<file path="config.mk">
export PLATFORM = sky130hd
export DESIGN_NAME = idle_power_ctrl
export DESIGN_NICKNAME = d
export VERILOG_FILES = /design/src/design/idle_power_pkg.sv /design/src/design/idle_power_ctrl.sv
export SDC_FILE = /design/constraint.sdc
export NUM_CORES = 1
export LEC_CHECK = 0
export BUFFER_PORTS_ARGS = -buffer_cell sky130_fd_sc_hd__buf_2
export CORE_AREA = 2 2 69 71
export CTS_CLUSTER_DIAMETER = 80
export CTS_CLUSTER_SIZE = 25
export DETAILED_ROUTE_END_ITERATION = 7
export DIE_AREA = 0 0 71 73
export PLACE_DENSITY_LB_ADDON = 0.05
export SLEW_MARGIN = 20
export SYNTH_ARGS = -nofsm -noshare
export SYNTH_HDL_FRONTEND = slang
export SYNTH_SLANG_ARGS = --single-unit
</file>
<file path="constraint.sdc">
create_clock -name clk -period 2.3 [get_ports clk]
set_input_delay 0.23 -clock clk [delete_from_list [all_inputs] [get_ports clk]]
set_output_delay 0.23 -clock clk [all_outputs]
set_load 0.005 [all_outputs]
</file>
<file path="src/design/idle_power_pkg.sv">
// shared constants and carrier types for the display idle power-state controller
// assumes a 20 MHz register clock and a 32-bit apb register bus
package idle_power_pkg;
	// ==========================================================
	// register map (byte offsets)
	localparam logic [11:0] CTRL_OFS      = 12'h000;
	localparam logic [11:0] STATUS_OFS    = 12'h004;
	localparam logic [11:0] PROG_OFS      = 12'h008;
	// control fields
	localparam int          CO_EN_BIT     = 0;
	localparam int          DEEP_ALLOW_BIT = 1;
	localparam int          DYN_LO_BIT    = 2;
	localparam int          DYN_HI_BIT    = 3;
	// status fields
	localparam int          CO_FLAG_BIT   = 0;
	localparam int          LOADED_BIT    = 1;
	localparam int          EXIT_BUSY_BIT = 2;
	localparam int          STATE_LO_BIT  = 4;
	localparam int          STATE_HI_BIT  = 6;
	// program-load register: write of this bit marks the program loaded
	localparam int          PROG_LOAD_BIT = 0;
	// reset values
	localparam logic [31:0] CTRL_RST      = 32'h0000_0000;
	localparam logic [1:0]  DYN_DISABLED  = 2'h0;
	// ==========================================================
	// timing
	localparam int          CLK_NS        = 50;
	localparam int          EXIT_US       = 200;
	localparam int          EXIT_CYC      = (EXIT_US * 1000) / CLK_NS;
	localparam logic [11:0] EXIT_CNT      = 12'(EXIT_CYC);
	// ==========================================================
	typedef enum logic [2:0] {
		ST_ACTIVE  = 3'b000,
		ST_CO_IDLE = 3'b001,
		ST_SAVE    = 3'b010,
		ST_DEEP    = 3'b011,
		ST_RESTORE = 3'b100
	} pstate_t;

	typedef struct packed {
		logic cdclk_pll_en;
		logic cdclk_slow_sel;
		logic display_buffer_pwr_en;
		logic pfit_pwr_en;
		logic engine_pwr_en;
		logic cfg_retain;
	} pwr_ctl_t;

	// full power at reset: pll, buffer, fitter and engine on; slow clock and retention off
	localparam pwr_ctl_t    PWR_RST       = pwr_ctl_t'(6'h2E);

	typedef struct packed {
		logic warm_rst;
		logic flr;
		logic suspend;
		logic ssr_idle;
	} async_in_t;
endpackage

</file>
<file path="src/design/idle_power_ctrl.sv">
// power-state controller: clock-off idle state and deep power-off state
// assumes apb master on clk; async_in arrives from other domains and is synchronised here
`timescale 1ns/1ps

// Operation
// - idle state gates pll, buffer, fitter power
// - enter idle only if allowed and idle
// - pll off in idle state runs core clock from slow clock
// - leave idle on disallow or refresh activity
// - program must be loaded; cleared on resets
// - clear status flag, then clear enable
// - deep state entered when deep allow is set, left only when software clears it
// - deep state retains config and unit registers
module idle_power_ctrl
	import idle_power_pkg::*;
(
	// clock and reset
	input  wire logic                       clk,
	input  wire logic                       rst_b,
	// apb slave
	input  wire logic                       psel,
	input  wire logic                       penable,
	input  wire logic                       pwrite,
	input  wire logic [11:0]                paddr,
	input  wire logic [31:0]                pwdata,
	output logic                            pready,
	output logic                            pslverr,
	output logic [31:0]                     prdata,
	// unsynchronised events and levels
	input  wire idle_power_pkg::async_in_t  async_in,
	// power and clock controls
	output idle_power_pkg::pwr_ctl_t        pwr_ctl,
	output logic                            save_ctx,
	output logic                            restore_ctx
);
	import idle_power_pkg::*;

	// ==========================================================
	// input synchronisers
	async_in_t sync1_ff;
	async_in_t sync2_ff;

	// two stages; only sync2_ff is read by logic
	always_ff @(posedge clk or negedge rst_b) begin
		if (!rst_b) begin
			sync1_ff <= '0;
			sync2_ff <= '0;
		end else begin
			sync1_ff <= async_in;
			sync2_ff <= sync1_ff;
		end
	end

	// ==========================================================
	// apb decode
	wire         wr_en     = psel & penable & pwrite;
	wire         setup_rd  = psel & ~penable & ~pwrite;
	wire         hit_ctrl  = (paddr == CTRL_OFS);
	wire         hit_stat  = (paddr == STATUS_OFS);
	wire         hit_prog  = (paddr == PROG_OFS);
	wire         mapped    = hit_ctrl | hit_stat | hit_prog;
	wire         wr_ctrl   = wr_en & hit_ctrl;
	wire         wr_stat   = wr_en & hit_stat;
	wire         wr_prog   = wr_en & hit_prog;

	logic        co_en_ff;
	logic        deep_allow_ff;
	logic [1:0]  dyn_ff;
	logic        co_flag_ff;
	logic        loaded_ff;
	logic [11:0] exit_cnt_ff;
	pstate_t     state_ff;
	pstate_t     nxt_state;

	// zero-wait slave: answer in the first access cycle
	assign pready  = 1'b1;
	assign pslverr = psel & penable & ~mapped;

	wire [31:0] stat_word = {25'h0, state_ff, 1'b0, (exit_cnt_ff != 12'h000), loaded_ff, co_flag_ff};
	wire [31:0] ctrl_word = {28'h0, dyn_ff, deep_allow_ff, co_en_ff};
	wire [31:0] rd_word   = hit_ctrl ? ctrl_word : (hit_stat ? stat_word : 32'h0000_0000);

	// read data captured in the setup cycle so it is a flop in the access cycle
	always_ff @(posedge clk or negedge rst_b) begin
		if (!rst_b)
			prdata <= 32'h0000_0000;
		else if (setup_rd)
			prdata <= rd_word;
	end

	// ==========================================================
	// control register
	always_ff @(posedge clk or negedge rst_b) begin
		if (!rst_b) begin
			co_en_ff      <= CTRL_RST[CO_EN_BIT];
			deep_allow_ff <= CTRL_RST[DEEP_ALLOW_BIT];
			dyn_ff        <= DYN_DISABLED;
		end else if (wr_ctrl) begin
			co_en_ff      <= pwdata[CO_EN_BIT];
			deep_allow_ff <= pwdata[DEEP_ALLOW_BIT];
			dyn_ff        <= pwdata[DYN_HI_BIT:DYN_LO_BIT];
		end
	end

	// ==========================================================
	// program-loaded flag and state flag
	// any reset source or deep power-off wipes the program; the load write loses to a wipe
	wire wipe_prog  = sync2_ff.warm_rst | sync2_ff.flr | sync2_ff.suspend | (state_ff == ST_DEEP);
	wire co_entry   = (nxt_state == ST_CO_IDLE) & (state_ff != ST_CO_IDLE);
	wire co_clr     = wr_stat & ~pwdata[CO_FLAG_BIT];
	wire nxt_loaded = wipe_prog ? 1'b0 : (wr_prog & pwdata[PROG_LOAD_BIT]) ? 1'b1 : loaded_ff;
	wire nxt_co_flag = co_entry | (co_flag_ff & ~co_clr);

	always_ff @(posedge clk or negedge rst_b) begin
		if (!rst_b) begin
			loaded_ff  <= 1'b0;
			co_flag_ff <= 1'b0;
		end else begin
			loaded_ff  <= nxt_loaded;
			co_flag_ff <= nxt_co_flag;
		end
	end

	// ==========================================================
	// state machine
	// deep power-off takes priority; clock-off needs the loaded program
	wire co_ok = co_en_ff & loaded_ff & sync2_ff.ssr_idle;

	always_comb begin
		nxt_state = state_ff;
		case (state_ff)
			ST_ACTIVE: begin
				if (deep_allow_ff)
					nxt_state = ST_SAVE;
				else if (co_ok)
					nxt_state = ST_CO_IDLE;
			end
			ST_CO_IDLE: begin
				if (!co_en_ff || !sync2_ff.ssr_idle || deep_allow_ff)
					nxt_state = ST_ACTIVE;
			end
			ST_SAVE: begin
				nxt_state = ST_DEEP;
			end
			ST_DEEP: begin
				if (!deep_allow_ff)
					nxt_state = ST_RESTORE;
			end
			ST_RESTORE: begin
				nxt_state = ST_ACTIVE;
			end
			default: begin
				nxt_state = ST_ACTIVE;
			end
		endcase
	end

	always_ff @(posedge clk or negedge rst_b) begin
		if (!rst_b)
			state_ff <= ST_ACTIVE;
		else
			state_ff <= nxt_state;
	end

	// ==========================================================
	// exit timer: status shows busy for the exit time after leaving clock-off
	// lets software poll instead of timing the wait itself
	wire co_exit = (state_ff == ST_CO_IDLE) & (nxt_state != ST_CO_IDLE);

	always_ff @(posedge clk or negedge rst_b) begin
		if (!rst_b)
			exit_cnt_ff <= 12'h000;
		else if (co_exit)
			exit_cnt_ff <= EXIT_CNT;
		else if (exit_cnt_ff != 12'h000)
			exit_cnt_ff <= exit_cnt_ff - 12'h001;
	end

	// ==========================================================
	// power outputs, registered from the next state so they switch with it
	pwr_ctl_t nxt_pwr;
	wire      nxt_co   = (nxt_state == ST_CO_IDLE);
	wire      nxt_deep = (nxt_state == ST_DEEP);

	always_comb begin
		nxt_pwr.cdclk_pll_en   = ~nxt_co & ~nxt_deep;
		nxt_pwr.cdclk_slow_sel = nxt_co;
		nxt_pwr.display_buffer_pwr_en    = ~nxt_co & ~nxt_deep;
		nxt_pwr.pfit_pwr_en    = ~nxt_co & ~nxt_deep;
		nxt_pwr.engine_pwr_en  = ~nxt_deep;
		nxt_pwr.cfg_retain     = (nxt_state == ST_SAVE) | nxt_deep | (nxt_state == ST_RESTORE);
	end

	always_ff @(posedge clk or negedge rst_b) begin
		if (!rst_b) begin
			pwr_ctl     <= PWR_RST;
			save_ctx    <= 1'b0;
			restore_ctx <= 1'b0;
		end else begin
			pwr_ctl     <= nxt_pwr;
			save_ctx    <= (nxt_state == ST_SAVE);
			restore_ctx <= (nxt_state == ST_RESTORE);
		end
	end
endmodule // idle_power_ctrl

</file>
==> run_results.csv, run 1 <==
group,metric,value,unit
timing,setup_tns,0,ns
floorplan,die-area,5180,µm²
clock_tree,clk_transition_reported_paths,0.08,ns
floorplan,die_x,71,µm
power,irDropWorstVdd,0.380,mV
clock_tree,cts_resized,0,
setup_path,start_kind,"register",
run,max-cap-violations,0,
timing,timing.slew.headroom,40.3,%
routing,first_iter_violations,54,
setup_path,path_cells,"inv_1 -> ha_1 -> nor2b_1 -> nand4_1 -> buf_4 -> a22oi_1 -> nand2_1",
floorplan,io_pins,95,
placement,place_hpwl,2690,µm
placement,post-place-ws,0.225,ns
synthesis,avgSynthCellArea,10.9,µm²
timing,fin_crit,2.01,ns
grt,gr-total-overflow,0,
routing,drt-pass1-iter-count,4,
grt,grt_util_all_layers,15.0,%
clock_tree,holdBufCountCts,0,
power,fin_total_pwr,1.87,mW
synthesis,async_flop_share,100,%
timing,drv_slew,0,
power,leakagePower,1.10,nW
timing,fin_crit_sh,87.6,%
finish,finalCoreUtilization,49.4,%
clock_tree,clock_sinks,42,
finish,nNetsFinal,280,
finish,antenna_cells,0,
worst_hold_path,min-delay-start,"async_in[3]",
worst_hold_path,hold_depth,1,
routing,ant_nets,0,
timing,max_freq,496,MHz
floorplan,core_area,4540,µm²
setup_path,rr_startpoint,"exit_cnt_ff[0]$_DFFE_PN0P_",
setup_path,required,2.48,ns
setup_path,crit_fanout,6,
timing,setup_violations,0,
placement,portBuffers,40,
grt,grt_pass1_vias,1291,
outcome,outcome,"complete, no violations",
placement,gp_congestion,0.779,
timing,rsz0062_at_grt,"no",
placement,placed_cells,273,
routing,wl_per_cell,12.9,µm
clock_tree,clk_latency,0.30,ns
synthesis,synth_area_leaders,"dfrtp_1 50%, buf_4 11%, mux2_4 3.0%, dfstp_2 2.6%, nand2_1 2.3%",
finish,stdcell_area,2240,µm²
power,swShare,31.6,%
timing,setup_ws,0.285,ns
clock_tree,post_cts_buffers,0,
synthesis,syn_inst,183,
setup_path,endpoint_kind,"register",
grt,antenna_found_initial,0,
finish,area_delta_synth_final,12.7,%
floorplan,rows,25,
timing,worst_pin_slew,0.896,ns
routing,drt-total-wl,3610,µm
finish,drive_gt1_share,28.2,%
setup_path,cp.arrival,2.20,ns
clock_tree,clock_path_buffers,2,
routing,avgViaCountPerCell,5.11,
finish,finalNonFillerCells,281,
timing,whs,0.0297,ns
power,power.switching,0.590,mW
finish,n_fill_cell,446,
power,p_per_area,835,nW/µm²
synthesis,synth-edff-count,0,
synthesis,ys_warn_count,0,
power,clockPowerShare,26.7,%
grt,grt_pass1_wl,5980,µm
grt,grt_max_degree,43,
synthesis,netlist_area,1990,µm²
power,combPwrFrac,20.8,%
synthesis,synth.distinct_cells,43,
floorplan,fp.dieH,73,µm
setup_path,ff2ff_setup_slack,0.29,ns
timing,fin_skew,0.00980,ns
timing,hold_viol,0,
setup_path,rr_worst_depth,7,
power,seq_power_share,52.5,%
clock_tree,root_buffer,"clkbuf_8",
routing,post-route-drc-count,0,
synthesis,ys.flop_type,"dfrtp_1",
placement,dpl_cell_area,2140,µm²
synthesis,synth_top_area_share,50.4,%
setup_path,criticalPathCategory,"register to register",
setup_path,startpoint,"exit_cnt_ff[0]$_DFFE_PN0P_",
floorplan,initial_core_util,43.8,%
synthesis,ys_seq_elements,42,
power,p_int,1.28,mW
clock_tree,numCtsBuffers,5,
synthesis,synth-seq-area-share,53.0,%
worst_hold_path,min_path_type,"input port to register",
synthesis,synth_top_cell_by_area,"dfrtp_1",
setup_path,crit_slowest_cell,"dfrtp_1",
setup_path,worst_path_largest_cell_delay,0.42,ns
clock_tree,cts_tree,"built",
routing,dr_total_vias,1435,
clock_tree,htreeDepth,2,
==> power groups by stage <==
stage	registers [mW]	logic, mW	clock network [mW]
final	0.981	0.390	0.500
after global routing	0.999	0.452	0.541
after CTS	0.977	0.393	0.511
after detailed placement	0.988	0.393	0
after global placement	0.981	0.379	0
after floorplan	0.959	0.323	0
==> worst paths after layout <==
path                                         end
max                        prdata[2]$_DFFE_PN0P_
min reg2reg                sync2_ff[2]$_DFF_PN0_
min in group asynchronous  prdata[4]$_DFFE_PN0P_
max reg2reg                prdata[2]$_DFFE_PN0P_
max in group asynchronous  sync2_ff[2]$_DFF_PN0_
min                        sync1_ff[3]$_DFF_PN0_
==> per-layer routing <==
layer	track usage, %	vias up	routed length [µm]
met4	5.66	0	48
met2	25.2	57	1790
met3	4.56	5	243
met5	0	-	0
li1	-	685	-
met1	18.3	688	1540
==> synthesized netlist by cell type (all sizes together) (2+ instances only) <==
library cell,count
o21ai,5
a211oi,3
a22oi,3
nor3,7
or4,6
clkbuf,2
mux2,4
dfrtp,40
nand2,12
nor2,11
nand3,4
o31ai,2
a21oi,5
or3,3
nand2b,2
a211o,4
nand4b,2
inv,4
nor2b,5
nor4,3
dfstp,2
conb,2
a22o,4
nand4,4
buf,29
==> critical path: cells and delay by family, from the launching register on <==
kind,cells,cell delay (ns)
AND/OR/NAND/NOR,3,0.74
buffers and inverters,2,0.33
adder cells (fa/ha/maj),1,0.25
AO/OA/AOI/OAI,1,0.16
flip-flops,1,0.42
==> final cells by class <==
| class | instances | area (µm²) | share of cell area (%) |
|---|---|---|---|
| Multi-Input combinational cell | 130 | 786 | 35.1 |
| Clock buffer | 6 | 82.6 | 3.69 |
| Sequential cell | 42 | 1050 | 47.0 |
| Clock inverter | 2 | 12.5 | 0.559 |
| Tap cell | 54 | 67.6 | 3.02 |
| Inverter | 4 | 15.0 | 0.670 |
| Timing Repair Buffer | 43 | 223 | 9.94 |
==> cells in the final DEF, fill, tap and decap left out, types with 5 or more instances in the layout <==
| cell | count |
|---|---|
| nor2_1 | 11 |
| nor3_1 | 7 |
| o21ai_0 | 5 |
| buf_2 | 40 |
| clkbuf_8 | 6 |
| nand2_1 | 12 |
| nor2b_1 | 5 |
| dfrtp_1 | 40 |
| a21oi_1 | 5 |
| conb_1 | 26 |
==> logic make-up after synthesis <==
family / count (synthesis) / synth area share [%]
buffers and inverters: 35 / 12.0
AND/OR/NAND/NOR: 65 / 18.6
multiplexers: 4 / 3.02
adder cells (fa/ha/maj): 1 / 0.630
AO/OA/AOI/OAI: 33 / 12.0
flip-flops: 42 / 53.0
XOR/XNOR: 1 / 0.441
other: 2 / 0.378
==> state kept, by name, summed over array words and instances (netlist names) <==
| name | count |
|---|---|
| exit_cnt_ff | 12 |
| sync2_ff | 4 |
| prdata | 7 |
| loaded_ff | 1 |
| co_en_ff | 1 |
| dyn_ff | 2 |
| sync1_ff | 4 |
| restore_ctx | 1 |
| pwr_ctl | 4 |
| deep_allow_ff | 1 |
| co_flag_ff | 1 |
| state_ff | 3 |
| save_ctx | 1 |
Note: power is estimated with default switching activity, not from simulation.
==> run 2: changes to the inputs <==
Settings changed: CORE_AREA 2 2 69 71 to 2 2 63 77, DIE_AREA 0 0 71 73 to 0 0 65 79.
==> run 2 against run 1 <==
  * Largest cell class unchanged
  * Count of clock-buffer cells in the layout unchanged
  * Largest power group unchanged
  * Combinational power up 2%
  * Non-clock buffer count rose by 1
  * Clock skew is 0.0079 ns lower
  * Highest routed layer unchanged
==> run_results.csv, run 2 (synthesized netlist as in run 1, its figures left out) <==
group,metric,value,unit
timing,max_freq,507,MHz
setup_path,required,2.47,ns
routing,wl_per_cell,13.6,µm
finish,stdcell_area,2270,µm²
setup_path,cp.arrival,2.15,ns
setup_path,start_kind,"register",
outcome,outcome,"complete, no violations",
setup_path,crit_fanout,6,
grt,grt_util_all_layers,16.0,%
timing,fin_crit_sh,85.8,%
finish,largest_reg_flops,12,
floorplan,core_area,4430,µm²
floorplan,die-area,5140,µm²
routing,avgViaCountPerCell,5.03,
placement,place_hpwl,2810,µm
routing,post-route-drc-count,0,
timing,setup_violations,0,
setup_path,criticalPathCategory,"register to register",
setup_path,path_cells,"inv_1 -> ha_1 -> nor2b_1 -> nand4_1 -> buf_4 -> a21oi_1 -> nor2_1",
grt,antenna_found_initial,0,
finish,finalNonFillerCells,286,
clock_tree,htreeDepth,2,
setup_path,crit_slowest_cell,"dfrtp_1",
power,leakagePower,1.11,nW
floorplan,fp.dieH,79,µm
timing,rsz0062_at_grt,"no",
setup_path,endpoint_kind,"register",
placement,portBuffers,40,
setup_path,worst_path_largest_cell_delay,0.41,ns
clock_tree,clock_path_buffers,2,
clock_tree,holdBufCountCts,0,
finish,area_delta_synth_final,14.1,%
finish,drive_gt1_share,28.1,%
clock_tree,clk_transition_reported_paths,0.08,ns
clock_tree,clock_sinks,42,
grt,gr-total-overflow,0,
finish,finalCoreUtilization,51.2,%
routing,first_iter_violations,74,
placement,post-place-ws,0.232,ns
power,fin_total_pwr,1.96,mW
placement,dpl_cell_area,2160,µm²
floorplan,die_x,65,µm
finish,reg_top3,"exit_cnt_ff (12), prdata (7)",
run,max-cap-violations,0,
timing,fin_crit,1.97,ns
power,p_per_area,864,nW/µm²
routing,ant_nets,0,
timing,setup_ws,0.326,ns
clock_tree,root_buffer,"clkbuf_8",
grt,grt_max_degree,43,
clock_tree,cts_resized,0,
timing,hold_viol,0,
routing,dr_total_vias,1438,
clock_tree,numCtsBuffers,5,
timing,worst_pin_slew,0.915,ns
placement,gp_congestion,0.732,
grt,grt_pass1_vias,1336,
timing,fin_skew,0.00188,ns
routing,drt-total-wl,3880,µm
placement,placed_cells,278,
clock_tree,clk_latency,0.29,ns
clock_tree,cts_tree,"built",
floorplan,io_pins,95,
timing,whs,0.0356,ns
finish,nNetsFinal,281,
clock_tree,post_cts_buffers,0,
floorplan,rows,27,
floorplan,initial_core_util,44.9,%
finish,layout_common_cells,"40 x dfrtp_1, 40 x buf_2, 26 x conb_1, 12 x nand2_1, 11 x nor2_1",
timing,timing.slew.headroom,39.0,%
finish,top_register,"exit_cnt_ff",
power,irDropWorstVdd,0.498,mV
routing,drt-pass1-iter-count,4,
timing,setup_tns,0,ns
grt,grt_pass1_wl,6220,µm
timing,drv_slew,0,
finish,antenna_cells,0,
worst_hold_path,min_path_type,"input port to register",
-- run 2: worst paths after layout --
kind,from,endpoint,slack [ns],cells past startpoint
min,async_in[3],sync1_ff[3]$_DFF_PN0_,0.04,1
min in group asynchronous,rst_b,restore_ctx$_DFF_PN0_,0.06,1
max,exit_cnt_ff[0]$_DFFE_PN0P_,exit_cnt_ff[2]$_DFFE_PN0P_,0.33,7
max reg2reg,exit_cnt_ff[0]$_DFFE_PN0P_,exit_cnt_ff[2]$_DFFE_PN0P_,0.33,7
max in group asynchronous,rst_b,exit_cnt_ff[6]$_DFFE_PN0P_,1.67,1
min reg2reg,sync1_ff[0]$_DFF_PN0_,sync2_ff[0]$_DFF_PN0_,0.35,0
-- run 2: final cells by class --
cell class / count / area (µm²)
fill: 436 / 2160
sequential: 42 / 1050
multi-input combinational: 130 / 786
timing repair buffer: 44 / 230
clock buffer: 6 / 72.6
tap: 58 / 72.6
clock inverter: 2 / 37.5
inverter: 4 / 15.0
-- run 2: power breakdown --
| part | leakage (nW) | internal, mW | switching [mW] | total, mW |
|---|---|---|---|---|
| Sequential | 0.534 | 0.856 | 0.119 | 0.975 |
| Clock | 0.0514 | 0.324 | 0.262 | 0.586 |
| Combinational | 0.525 | 0.183 | 0.215 | 0.398 |
-- run 2: metal layers --
metal / vias to the layer above / part of all wire [%] / track usage (%)
li1: 690 / - / -
met1: 691 / 42 / 18.8
met2: 51 / 51 / 27.2
met3: 6 / 5.1 / 4.25
met4: 0 / 1.7 / 7.02
met5: - / 0 / 0
-- run 2: critical path: cells and delay by family, from the launching register on --
| kind | cells | cell delay [ns] |
|---|---|---|
| AND/OR/NAND/NOR | 3 | 0.73 |
| flip-flops | 1 | 0.41 |
| buffers and inverters | 2 | 0.33 |
| adder cells (fa/ha/maj) | 1 | 0.25 |
| AO/OA/AOI/OAI | 1 | 0.14 |
==> run 3: changes to the inputs <==
Settings changed: GPL_TIMING_DRIVEN from default to 0.
==> run 3 against run 2 <==
  * Count of clock-buffer cells in the layout is the same
  * Clock power shrank 3%
  * Design area grew 9.4%
  * Total power grew 0.57%
  * Critical path type unchanged
  * Combinational power grew 5.3%
  * Worst setup slack gained 0.026 ns
  * Largest cell class unchanged
  * Fmax grew 1.4%
  * Final cell count grew 10%
==> run_results.csv, run 3 (synthesized netlist as in run 1, its figures left out) <==
group,metric,value,unit
outcome,outcome,"complete, no violations",
setup_path,cp.arrival,2.13,ns
clock_tree,clock_path_buffers,2,
routing,avgViaCountPerCell,4.73,
timing,rsz0062_at_grt,"no",
timing,fin_crit,1.95,ns
placement,portBuffers,40,
clock_tree,clk_transition_reported_paths,0.08,ns
placement,gp_congestion,0.802,
floorplan,die_x,65,µm
worst_hold_path,min-delay-start,"async_in[2]",
power,leakagePower,1.25,nW
clock_tree,htreeDepth,2,
timing,setup_violations,0,
finish,reg_top3,"exit_cnt_ff (12), prdata (7)",
floorplan,core_area,4430,µm²
timing,max_freq,513,MHz
grt,grt_pass1_vias,1361,
worst_hold_path,hold_depth,1,
setup_path,regToRegEndpoint,"exit_cnt_ff[5]$_DFFE_PN0P_",
setup_path,crit_slowest_cell,"dfrtp_1",
finish,drive_gt1_share,35.8,%
routing,drt-pass1-iter-count,4,
worst_hold_path,min_path_type,"input port to register",
setup_path,required,2.48,ns
timing,fin_skew,0.00697,ns
grt,grt_util_all_layers,15.3,%
setup_path,rr_startpoint,"exit_cnt_ff[0]$_DFFE_PN0P_",
finish,largest_reg_flops,12,
clock_tree,clock_sinks,42,
timing,hold_viol,0,
routing,post-route-drc-count,0,
floorplan,initial_core_util,44.9,%
setup_path,worst_path_largest_cell_delay,0.41,ns
setup_path,path_delay_family,"simple AND/OR/NAND/NOR gates",
finish,top_register,"exit_cnt_ff",
clock_tree,root_buffer,"clkbuf_8",
floorplan,io_pins,95,
floorplan,fp.dieH,79,µm
setup_path,endpoint_kind,"register",
worst_hold_path,min_to,"sync1_ff[2]$_DFF_PN0_",
setup_path,start_kind,"register",
clock_tree,holdBufCountCts,0,
power,irDropWorstVdd,0.431,mV
setup_path,criticalPathCategory,"register to register",
clock_tree,numCtsBuffers,5,
placement,place_hpwl,2670,µm
finish,area_delta_synth_final,24.9,%
setup_path,rr_worst_depth,7,
timing,fin_crit_sh,84.7,%
routing,first_iter_violations,41,
setup_path,path_cells,"inv_1 -> ha_1 -> nor2b_1 -> nand4_1 -> buf_4 -> a31o_2 -> a21o_1",
timing,timing.slew.headroom,40.4,%
setup_path,ff2ff_setup_slack,0.35,ns
routing,wl_per_cell,11.7,µm
finish,nNetsFinal,310,
grt,antenna_found_initial,0,
power,p_per_area,794,nW/µm²
timing,worst_pin_slew,0.894,ns
timing,setup_tns,0,ns
setup_path,path_buf_inv,2,
finish,mostFrequentLayoutCell,"buf_2",
finish,finalCoreUtilization,56.1,%
routing,drt-total-wl,3700,µm
timing,drv_slew,0,
finish,layout_common_cells,"41 x buf_2, 40 x dfrtp_1, 30 x buf_4, 26 x conb_1, 12 x nand2_1",
grt,grt_pass1_wl,6130,µm
routing,ant_nets,0,
grt,gr-total-overflow,0,
grt,grt_max_degree,43,
setup_path,crit_fanout,8,
clock_tree,clk_latency,0.29,ns
finish,antenna_cells,0,
run,max-cap-violations,0,
floorplan,die-area,5140,µm²
clock_tree,cts_tree,"built",
routing,dr_total_vias,1491,
floorplan,rows,27,
-- run 3: how the worst max path moves through the flow --
stage,from,endpoint,slack [ns],cells past startpoint
floorplan,paddr[5],co_en_ff$_DFFE_PN0P_,0.44,4
detailed placement,exit_cnt_ff[5]$_DFFE_PN0P_,exit_cnt_ff[5]$_DFFE_PN0P_,0.12,4
global route,exit_cnt_ff[0]$_DFFE_PN0P_,exit_cnt_ff[5]$_DFFE_PN0P_,0.26,7
finish,exit_cnt_ff[0]$_DFFE_PN0P_,exit_cnt_ff[5]$_DFFE_PN0P_,0.35,7
global placement,exit_cnt_ff[5]$_DFFE_PN0P_,exit_cnt_ff[5]$_DFFE_PN0P_,0.1,4
CTS,exit_cnt_ff[6]$_DFFE_PN0P_,exit_cnt_ff[5]$_DFFE_PN0P_,0.07,4
-- run 3: metrics by stage --
step / hold slack [ns] / std cells / power, mW / setup slack (ns) / cell area [µm²]
6_report: 0.0467 / 315 / 1.97 / 0.352 / 2480
5_1_grt: 0.0291 / 315 / 2.09 / 0.261 / 2480
4_1_cts: 0.0351 / 313 / 1.98 / 0.0655 / 2460
3_5_place_dp: 0.335 / 305 / 1.40 / 0.123 / 2350
3_3_place_gp: 0.334 / 305 / 1.39 / 0.0994 / 2350
2_1_floorplan: -0.0656 / 207 / 1.28 / 0.436 / 2080
-- run 3: per-layer routing --
metal  GRT usage (%)  part of all wire (%)  vias to the layer above
li1                -                     -                      743
met1            19.2                    45                      693
met2            25.6                    48                       49
met3            3.68                   5.4                        6
met4            5.74                   1.4                        0
met5               0                     0                        -
-- run 3: power breakdown --
group	leakage (nW)	switching (mW)	internal [mW]
Clock	0.0514	0.247	0.324
Combinational	0.667	0.212	0.207
Sequential	0.534	0.124	0.856
-- run 3: cell type report --
cell class	instances	area, µm²
fillers	414	1940
plain buffers	31	223
clock inverters	2	37.5
repair buffers	42	215
multi-input cells	130	792
flip-flops and latches	42	1050
well taps	58	72.6
inverters	4	15.0
clock buffers	6	72.6
-- run 3: repair_timing --
item,in CTS,in global routing
buffers inserted,0,2
setup endpoints to repair,0,7
gates resized for setup,0,1
